==> config.mk <==
export PLATFORM = sky130hd
export DESIGN_NAME = lane_ack
export DESIGN_NICKNAME = d
export VERILOG_FILES = /design/src/lane_ack_pkg.sv /design/src/lane_ack.sv
export SDC_FILE = /design/constraint.sdc
export NUM_CORES = 1
export LEC_CHECK = 0
export BUFFER_PORTS_ARGS = -buffer_cell sky130_fd_sc_hd__buf_4
export CORE_ASPECT_RATIO = 1.5
export CORE_UTILIZATION = 48
export DETAILED_ROUTE_END_ITERATION = 12
export PLACE_DENSITY = 0.83
export REMOVE_ABC_BUFFERS = 1
export SLEW_MARGIN = 25
export SYNTH_ARGS = -nofsm -noshare
export SYNTH_HDL_FRONTEND = slang
export SYNTH_SLANG_ARGS = --single-unit
export TNS_END_PERCENT = 50
==> constraint.sdc <==
create_clock -name clock -period 2.4 [get_ports clock]
set_input_delay 0.48 -clock clock [delete_from_list [all_inputs] [get_ports clock]]
set_output_delay 0.48 -clock clock [all_outputs]
set_load 0.005 [all_outputs]
==> src/lane_ack_pkg.sv <==
package lane_ack_pkg;

	localparam int         CMD_W        = 4;
	localparam int         ADDR_W       = 64;
	localparam logic [2:0] ALIGN_LOW    = 3'h0;
	localparam logic [2:0] ALIGN_HIGH   = 3'h4;
	localparam logic [3:0] CMD_RESET    = 4'h0;
	localparam int         FIFO_DEPTH   = 8;

	typedef enum logic [1:0] {
		XFER_TGT_WRITE = 2'b00,
		XFER_TGT_READ  = 2'b01,
		XFER_MST_READ  = 2'b10,
		XFER_OTHER     = 2'b11
	} xfer_kind_t;

	// Address phase capture from the bus side
	typedef struct packed {
		logic [CMD_W-1:0]  cmd;
		logic [ADDR_W-1:0] addr;
	} addr_phase_t;

	// One 32-bit lane step queued toward the local side
	typedef struct packed {
		xfer_kind_t kind;
		logic       high_lane;
		logic       first;
	} lane_word_t;

endpackage

==> src/lane_ack.sv <==
`timescale 1ns/1ps
// ----------------------------------------
// Lane step FIFO
// ----------------------------------------
module lane_fifo #(
	parameter int WIDTH = 4,
	parameter int DEPTH = 8
) (
	// Clock and reset
	input  wire logic             clock,
	input  wire logic             rstn,
	// Write side
	input  wire logic [WIDTH-1:0] in_data,
	input  wire logic             in_valid,
	output      logic             in_ready,
	// Read side
	output      logic [WIDTH-1:0] out_data,
	output      logic             out_valid,
	input  wire logic             out_ready
);
	localparam int AW = $clog2(DEPTH);

	logic [WIDTH-1:0] mem [DEPTH];
	logic [AW-1:0]    wr_ptr_reg;
	logic [AW-1:0]    rd_ptr_reg;
	logic [AW:0]      count_reg;
	logic [AW:0]      count_next;
	logic             ready_reg;
	logic             push;
	logic             pop;

	// Ready is registered so that the top-level ready output comes from a flip-flop
	assign in_ready  = ready_reg;
	assign out_valid = (count_reg != '0);
	assign out_data  = mem[rd_ptr_reg];
	assign push      = in_valid && in_ready;
	assign pop       = out_valid && out_ready;

	always_ff @(posedge clock) begin
		if (push) begin
			mem[wr_ptr_reg] <= in_data;
		end
	end

	always_comb begin
		count_next = count_reg;
		if (push && !pop) begin
			count_next = count_reg + 1'b1;
		end else if (pop && !push) begin
			count_next = count_reg - 1'b1;
		end
	end

	always_ff @(posedge clock or negedge rstn) begin
		if (!rstn) begin
			wr_ptr_reg <= '0;
			rd_ptr_reg <= '0;
			count_reg  <= '0;
			ready_reg  <= 1'b1;
		end else begin
			if (push) begin
				wr_ptr_reg <= (wr_ptr_reg == AW'(DEPTH-1)) ? '0 : wr_ptr_reg + 1'b1;
			end
			if (pop) begin
				rd_ptr_reg <= (rd_ptr_reg == AW'(DEPTH-1)) ? '0 : rd_ptr_reg + 1'b1;
			end
			count_reg <= count_next;
			ready_reg <= (count_next != (AW+1)'(DEPTH));
		end
	end
endmodule // lane_fifo

// ----------------------------------------
// Local command and lane acknowledge slice
// ----------------------------------------
module lane_ack #(
	parameter bit WIDE64 = 1'b1
) (
	// Clock and reset
	input  wire logic                           clock,
	input  wire logic                           rstn,
	// Address phase from the bus side
	input  wire lane_ack_pkg::addr_phase_t      addr_phase,
	input  wire logic                           addr_phase_valid,
	input  wire lane_ack_pkg::xfer_kind_t       xfer_kind,
	input  wire logic                           target_active,
	// Lane steps of 32-bit transfers
	input  wire logic                           word_valid,
	output      logic                           word_ready,
	input  wire logic                           word_high_lane,
	input  wire logic                           word_first,
	input  wire logic                           xfer_is_32,
	input  wire logic                           xfer_active,
	// Local side
	output      logic                           local_target_frame_n,
	output      logic [lane_ack_pkg::CMD_W-1:0] local_cmd,
	output      logic                           low_lane_ack_n,
	output      logic                           high_lane_ack_n,
	input  wire logic                           local_ready
);
	import lane_ack_pkg::*;

	lane_word_t in_word;
	lane_word_t out_word;
	logic       fifo_in_ready;
	logic       fifo_out_valid;
	logic       step;
	logic       addr_high_reg;
	logic       low_next;
	logic       high_next;

	function automatic logic is_aligned(input logic [2:0] low_bits);
		return low_bits == ALIGN_LOW;
	endfunction

	// ----------------------------------------
	// Address phase capture
	// ----------------------------------------
	always_ff @(posedge clock or negedge rstn) begin
		if (!rstn) begin
			local_cmd            <= CMD_RESET;
			local_target_frame_n <= 1'b1;
			addr_high_reg        <= 1'b0;
		end else begin
			if (addr_phase_valid && target_active) begin
				local_cmd            <= addr_phase.cmd;
				local_target_frame_n <= 1'b0;
				addr_high_reg        <= (addr_phase.addr[2:0] == ALIGN_HIGH);
			end else if (!target_active) begin
				local_target_frame_n <= 1'b1;
			end
		end
	end

	// ----------------------------------------
	// Lane step buffering
	// ----------------------------------------
	assign in_word.kind      = xfer_kind;
	assign in_word.high_lane = word_high_lane;
	assign in_word.first     = word_first;
	assign word_ready        = fifo_in_ready;
	assign step              = fifo_out_valid && local_ready;

	lane_fifo #(
		.WIDTH ($bits(lane_word_t)),
		.DEPTH (FIFO_DEPTH)
	) u_fifo (
		.clock     (clock),
		.rstn      (rstn),
		.in_data   (in_word),
		.in_valid  (word_valid && xfer_is_32 && xfer_active),
		.in_ready  (fifo_in_ready),
		.out_data  (out_word),
		.out_valid (fifo_out_valid),
		.out_ready (local_ready)
	);

	// ----------------------------------------
	// Lane acknowledge decode
	// ----------------------------------------
	always_comb begin
		low_next  = 1'b1;
		high_next = 1'b1;
		if (step) begin
			case (out_word.kind)
				XFER_TGT_WRITE, XFER_MST_READ: begin
					low_next  = out_word.high_lane;
					high_next = !out_word.high_lane;
				end
				XFER_TGT_READ: begin
					if (out_word.first) begin
						low_next  = !is_aligned({addr_high_reg, 2'b00});
						high_next = is_aligned({addr_high_reg, 2'b00});
					end
				end
				default: begin
					low_next  = 1'b1;
					high_next = 1'b1;
				end
			endcase
		end
	end

	always_ff @(posedge clock or negedge rstn) begin
		if (!rstn) begin
			low_lane_ack_n  <= 1'b1;
			high_lane_ack_n <= 1'b1;
		end else if (!WIDE64) begin
			low_lane_ack_n  <= 1'b1;
			high_lane_ack_n <= 1'b1;
		end else begin
			low_lane_ack_n  <= low_next;
			high_lane_ack_n <= high_next || !low_next;
		end
	end
endmodule // lane_ack

==> results of run 1 <==
## synth_stat cells (all sizes together) (4+ instances only)
cell type   n  area, um2
clkbuf      5       38.8
dfrtp      15        375
dfstp       4        105
edfxtp     32        961
ha          6       75.1
inv         4       15.0
mux2        6       67.6
mux2i       4       40.0
mux4        8        180
nand2      14       52.6
nor3        7       35.0
o21ai       4       20.0
## per-stage QoR
| stage | area (um2) | std cells | util |
|---|---|---|---|
| after floorplan | 2170 | 138 | - |
| final | 2590 | 225 | 0.599 |
| after detailed placement | 2470 | 216 | 0.571 |
| after global placement | 2470 | 216 | 0.571 |
| after global routing | 2590 | 225 | 0.599 |
| after CTS | 2570 | 224 | 0.596 |
## where the power goes
| part | internal [mW] | switching [mW] | total, mW |
|---|---|---|---|
| Combinational | 0.439 | 0.325 | 0.764 |
| Sequential | 1.07 | 0.186 | 1.26 |
| Clock | 0.305 | 0.265 | 0.570 |
## kinds of logic (layout without fill, tap and decap cells)
kind of cell	Yosys count	in the layout
compound gates	10	10
xor+xnor	3	3
fa+ha+maj	7	7
buf+inv	10	45
flops	51	51
mux	18	18
simple gates	45	45
## placed cells by master, fill, tap and decap left out, drive strengths merged, types with 2 or more instances in the layout
cell / Yosys / final
nand2b: 3 / 3
clkbuf: 5 / 5
buf: 1 / 33
nand2: 14 / 14
edfxtp: 32 / 32
mux4: 8 / 8
inv: 4 / 4
nor2: 3 / 3
nand3b: 3 / 3
o22ai: 2 / 2
a21o: 2 / 2
dfrtp: 15 / 15
mux2: 6 / 6
ha: 6 / 6
mux2i: 4 / 4
clkinv: 0 / 2
o21ai: 4 / 4
dfstp: 4 / 4
nand3: 3 / 3
nor3: 7 / 7
or3b: 2 / 2
nand4: 3 / 3
xnor2: 2 / 2
## how the worst max path moves through the flow
stage / end / cells past startpoint / from
after floorplan: u_fifo.in_ready / 7 / u_fifo.count_reg[1]
after global placement: u_fifo.in_ready / 7 / u_fifo.count_reg[0]
after detailed placement: u_fifo.in_ready / 7 / u_fifo.count_reg[1]
after CTS: u_fifo.in_ready / 7 / u_fifo.count_reg[0]
after global routing: u_fifo.in_ready / 7 / u_fifo.count_reg[1]
final: u_fifo.in_ready / 7 / u_fifo.count_reg[1]
## per-layer routing
| layer | part of all wire | global-route usage | up-vias |
|---|---|---|---|
| met3 | 0.036 | 0.0442 | 8 |
| met1 | 0.38 | 0.197 | 665 |
| met5 | 0 | 0 | - |
| li1 | - | - | 612 |
| met2 | 0.57 | 0.328 | 33 |
| met4 | 0.021 | 0.0820 | 0 |
## area by class of cell
cell class / count / area (um2)
inverters: 4 / 15.0
fillers: 323 / 1730
well taps: 46 / 57.6
clock inverters: 3 / 38.8
clock buffers: 5 / 68.8
multi-input cells: 83 / 718
repair buffers: 33 / 248
flip-flops and latches: 51 / 1440
## what timing repair did
action                     in CTS  in global routing
setup buffers                   0                  1
setup endpoints to repair       0                  1
resized for setup               0                  2
==> results.md, run 1 <==
- Setup Skew: 0.00743 ns
- Gr ovfl total: 0
- Worst reg2reg startpoint: u_fifo.count_reg[1]
- Largest family of logic cells by synthesized area: multiplexers
- Vias: approximately 1300
- Failing checks: DRC
- Tot Pwr: 2.59 mW
- Initial antenna violation count: 0
- Max rail drop VDD: 0.000659 V
- Fin crit share: 0.949
- Setup violations, final: 0
- Layout cells sized above 1: 0.346
- Unique masters post-synth: 36
- Ys Warns: 0
- Final min period: 2.28 ns
- Final hold vios: 0
- Slew HR: 0.574
- Syn_area_per_cell: 15.4 um2
- Setup TNS: 0 ns
- Worst Path Required: approximately 2.6 ns
- Ant diodes: 0
- Worst-path fanout max: 5
- Largest net degree at the start of global routing: 20
- Syn Inst Count: approximately 140
- Number of synthesized flops with an enable pin: 32
- Crit-path slowest cell: or4b_1
- Ports: 88
- Die Y-Extent: 85.3 um
- ANT nets after route: 0
- Core area: ~0.0043 mm2
- Largest register FFs: 32
- Final Max Slew Viols: 0
- CTS Buf Count: 5
- Post-route setup slack: 0.123 ns
- Multiplexer share of the synthesized area: 0.130
- Remaining DRCs: 3
- Adder-Cell Fraction of Synth Area: 0.0383
- Worst Tran Pin Value: around 0.63 ns
- CTS sink cnt: 51
- Clock transition at path regs: 0.08 ns
- Setup Slack @ Placement: around 0.13 ns
- Total track usage: 0.182
- DP HPWL: slightly above 3000 um
- Die X: ~58 um
- Area Overhead vs Synth: 16.6%
- Final WL: around 4000 um
- Die area: 0.00491 mm2
- Buffer and inverter count on the worst path: 1
- Post-synthesis register bit count: 51
- Pwr per Cell Area: 1000 mW/mm2
- Unrepaired setup endpoints after global routing: false
- FF-to-FF End: u_fifo.in_ready
- Drt via density: 5.86
- Fmax achieved: 439 MHz
- Post-synthesis xor/xnor area fraction: 0.0118
- Sequential-to-total area share from yosys stat: 0.649
- Outcome: finished with violations
- Leakage Power: 1.01 nW
- Starting DRC count in detailed routing: 37
- Largest stage delay, worst path: 0.46 ns
- CTS H-tree lvls: 2
- WP data arrival: 2.49 ns
- Worst-Skew Late Latency: approximately 0.30 ns
- CTS tree: built
- Crit start category: register
- Cells on worst reg2reg path: 7
- Post-Synth Simple-Gate Area: 0.111
- Ys async rst share: 0.373
- IO buf count: 26
- Cell chain of the critical path: inv_1, ha_2, or3b_4, and2_4, o22ai_2, xor2_1, or4b_1
- Hold_buf cts: 0
- Compound-Gate Fraction of Synth Area: 0.0304
- R2r setup slk: 0.12 ns
- Maxcap violations: 0
- Row count: 29
- Clock Tree Root: clkbuf_8
- Vias in the first global route: 1442
- Setup CP Type: reg -> reg
- Prevailing post-synth register cell: edfxtp_1
- First-pass GRT wire length: 6580 um
- 1st-pass router iterations: 8
- Post-Syn Area: 0.00222 mm2
- Starting Density: 0.514
- Worst min-delay path category: in -> async
- Layout Nets: 264
- Setup crit end kind: register
- Routed len/inst: 17.9 um
- Delay-heaviest family, CP: simple AND/OR/NAND/NOR gates
- Placer Congestion: between 0.7 and 0.8
- Clock Path Buffers: 2
- Fin Hold WS: between 0.03 and 0.04 ns
Note: power is estimated with default switching activity, not from simulation.
==> run 2, diff against run 1 <==
CORE_MARGIN = 10   (was not set)
==> run 2 against run 1 <==
Against the previous run: the flow now finishes without violations; register-to-register slack lost 0.05 ns; worst hold slack got worse by 0.00053 ns; via count up 1.6%; critical endpoint unchanged.
==> results.md, run 2 (synthesized netlist as in run 1, its figures left out) <==
- Outcome: complete, no violations (was finished with violations)
- 1st-pass router iterations: 5 (was 8)
- Setup Skew: 0.0117 ns (was 0.00743 ns)
- Logic pwr share: 0.294 (was 0.295)
- Fin area: 0.00260 mm2 (was 0.00259 mm2)
- Largest stage delay, worst path: 0.46 ns (about the same)
- CTS tree: built (unchanged)
- Worst Tran Pin Value: 0.459 ns (was 0.635 ns)
- Clock transition at path regs: 0.09 ns (was 0.08 ns)
- Setup crit end kind: register (unchanged)
- Die area: 0.00780 mm2 (was 0.00491 mm2)
- Fmax achieved: 430 MHz (was 439 MHz)
- Clk pwr share: 0.221 (was 0.220)
- Die Y-Extent: 103 um (was 85.3 um)
- Leakage Power: 1.02 nW (was 1.01 nW)
- Most common cell after layout, fill and taps aside: buf_4 (unchanged)
- Starting Density: 0.493 (was 0.514)
- Placer Congestion: 0.788 (was 0.795)
- Starting DRC count in detailed routing: 100 (was 37)
- Routed len/inst: 18.7 um (was 17.9 um)
- FILL cells: 347 (was 323)
- Worst-Skew Late Latency: 0.30 ns (about the same)
- Fin crit share: 0.970 (was 0.949)
- Core area: 0.00450 mm2 (was 0.00432 mm2)
- Commonest cells after routing, fill and taps aside: buf_4, edfxtp_1, dfrtp_1 (unchanged)
- Maxcap violations: 0 (unchanged)
- Remaining DRCs: 0 (was 3)
- Crit start category: register (unchanged)
- ANT nets after route: 0 (unchanged)
- Area Overhead vs Synth: 17.3% (was 16.6%)
- Max rail drop VDD: 0.000512 V (was 0.000659 V)
- Initial antenna violation count: 0 (unchanged)
- Final min period: 2.33 ns (was 2.28 ns)
- Sequential Power Share: 0.485 (about the same)
- CTS Buf Count: 5 (unchanged)
- Post-route setup slack: 0.0721 ns (was 0.123 ns)
- CTS sink cnt: 51 (unchanged)
- Ports: 88 (unchanged)
- Net Switching: 0.784 mW (was 0.776 mW)
- Vias in the first global route: 1431 (was 1442)
- Clock Tree Root: clkbuf_8 (unchanged)
- Slew HR: 0.694 (was 0.574)
- Crit-path slowest cell: or4b_1 (unchanged)
- DP HPWL: 3280 um (was 3100 um)
- IO buf count: 26 (unchanged)
- Setup violations, final: 0 (unchanged)
- Unrepaired setup endpoints after global routing: false (unchanged)
- Final hold vios: 0 (unchanged)
- Setup CP Type: reg -> reg (unchanged)
- Clock Path Buffers: 2 (unchanged)
- Cell internal pwr: 1.82 mW (about the same)
- Sw Share: 0.301 (was 0.299)
- Gr ovfl total: 0 (unchanged)
- Drt via density: 5.87 (was 5.86)
- Final Max Slew Viols: 0 (unchanged)
- Placement Cell Area: 0.00248 mm2 (was 0.00247 mm2)
- CTS H-tree lvls: 2 (unchanged)
- First-pass GRT wire length: 6820 um (was 6580 um)
- Largest register FFs: 32 (unchanged)
- Ant diodes: 0 (unchanged)
- Cell chain of the critical path: inv_1, ha_1, or3b_4, and2_4, o22ai_2, xor2_1, or4b_1 (was inv_1, ha_2, or3b_4, and2_4, o22ai_2, xor2_1, or4b_1)
- Largest net degree at the start of global routing: 20 (unchanged)
- Worst Path Required: 2.62 ns (was 2.61 ns)
- Pwr per Cell Area: 1000 mW/mm2 (about the same)
- Total track usage: 0.117 (was 0.182)
- Worst min-delay path category: in -> async (unchanged)
- Final WL: 4270 um (was 4020 um)
- Setup TNS: 0 ns (unchanged)
- Die X: 75.5 um (was 57.5 um)
- Layout cells sized above 1: 0.361 (was 0.346)
- Layout Nets: 265 (was 264)
- Worst-path fanout max: 5 (unchanged)
- WP data arrival: 2.55 ns (was 2.49 ns)
- Row count: 30 (was 29)
- Vias: 1339 (was 1318)
- Final Util: 0.578 (was 0.599)
- Setup Slack @ Placement: 0.115 ns (was 0.133 ns)
[run 2: what timing repair did]
| action | CTS | global route |
|---|---|---|
| gates resized for setup | 0 | 3 |
| buffers inserted | 0 | 1 |
| hold endpoints to repair | 0 | 0 |
| endpoints found under the setup margin | 0 | 1 |
| hold buffers | 0 | 0 |
[run 2: power by group through the flow]
stage	clock [mW]	sequential [mW]	combinational, mW
global route	0.632	1.29	0.847
global placement	0	1.26	0.677
finish	0.577	1.26	0.767
detailed placement	0	1.28	0.736
floorplan	0	1.24	0.511
CTS	0.590	1.26	0.743
[run 2: layout make-up]
class / instances / area, um2 / area share
repair buffers: 34 / 255 / 0.0980
multi-input cells: 83 / 718 / 0.276
inverters: 4 / 15.0 / 0.00577
clock inverters: 3 / 43.8 / 0.0168
clock buffers: 5 / 68.8 / 0.0264
well taps: 48 / 60.1 / 0.0231
flip-flops and latches: 51 / 1440 / 0.554
[run 2: per-layer routing]
| layer | track usage | wire length (um) |
|---|---|---|
| met3 | 0.0325 | 217 |
| met2 | 0.215 | 2390 |
| met1 | 0.117 | 1550 |
| met5 | 0 | 0 |
| met4 | 0.0531 | 109 |
[run 2: path summary, 6_finish.rpt]
kind	start	endpoint	slack [ns]	cells past startpoint
min	rstn	addr_high_reg	0.03	1
min in group clock	target_active	local_target_frame_n	0.36	2
max	u_fifo.count_reg[1]	u_fifo.in_ready	0.07	7
max reg2reg	u_fifo.count_reg[1]	u_fifo.in_ready	0.07	7
min reg2reg	local_target_frame_n	local_target_frame_n	0.51	2
max in group asynchronous	rstn	u_fifo.in_ready	2.10	1
[run 2: per-stage QoR]
step,hold slack [ns],cells,power (mW)
6_report,0.0338,228,2.61
5_1_grt,0.0348,228,2.76
3_3_place_gp,0.359,219,1.94
4_1_cts,0.0371,227,2.59
3_5_place_dp,0.368,219,2.01
2_1_floorplan,0.184,138,1.75
[run 2: worst max-delay path, delay by kind of cell (launching register included)]
| family | cells | cell delay [ns] |
|---|---|---|
| AND/OR/NAND/NOR | 3 | 1.08 |
| adder cells (fa/ha/maj) | 1 | 0.22 |
| XOR/XNOR | 1 | 0.21 |
| buffers and inverters | 1 | 0.10 |
| flip-flops | 1 | 0.45 |
| AO/OA/AOI/OAI | 1 | 0.19 |
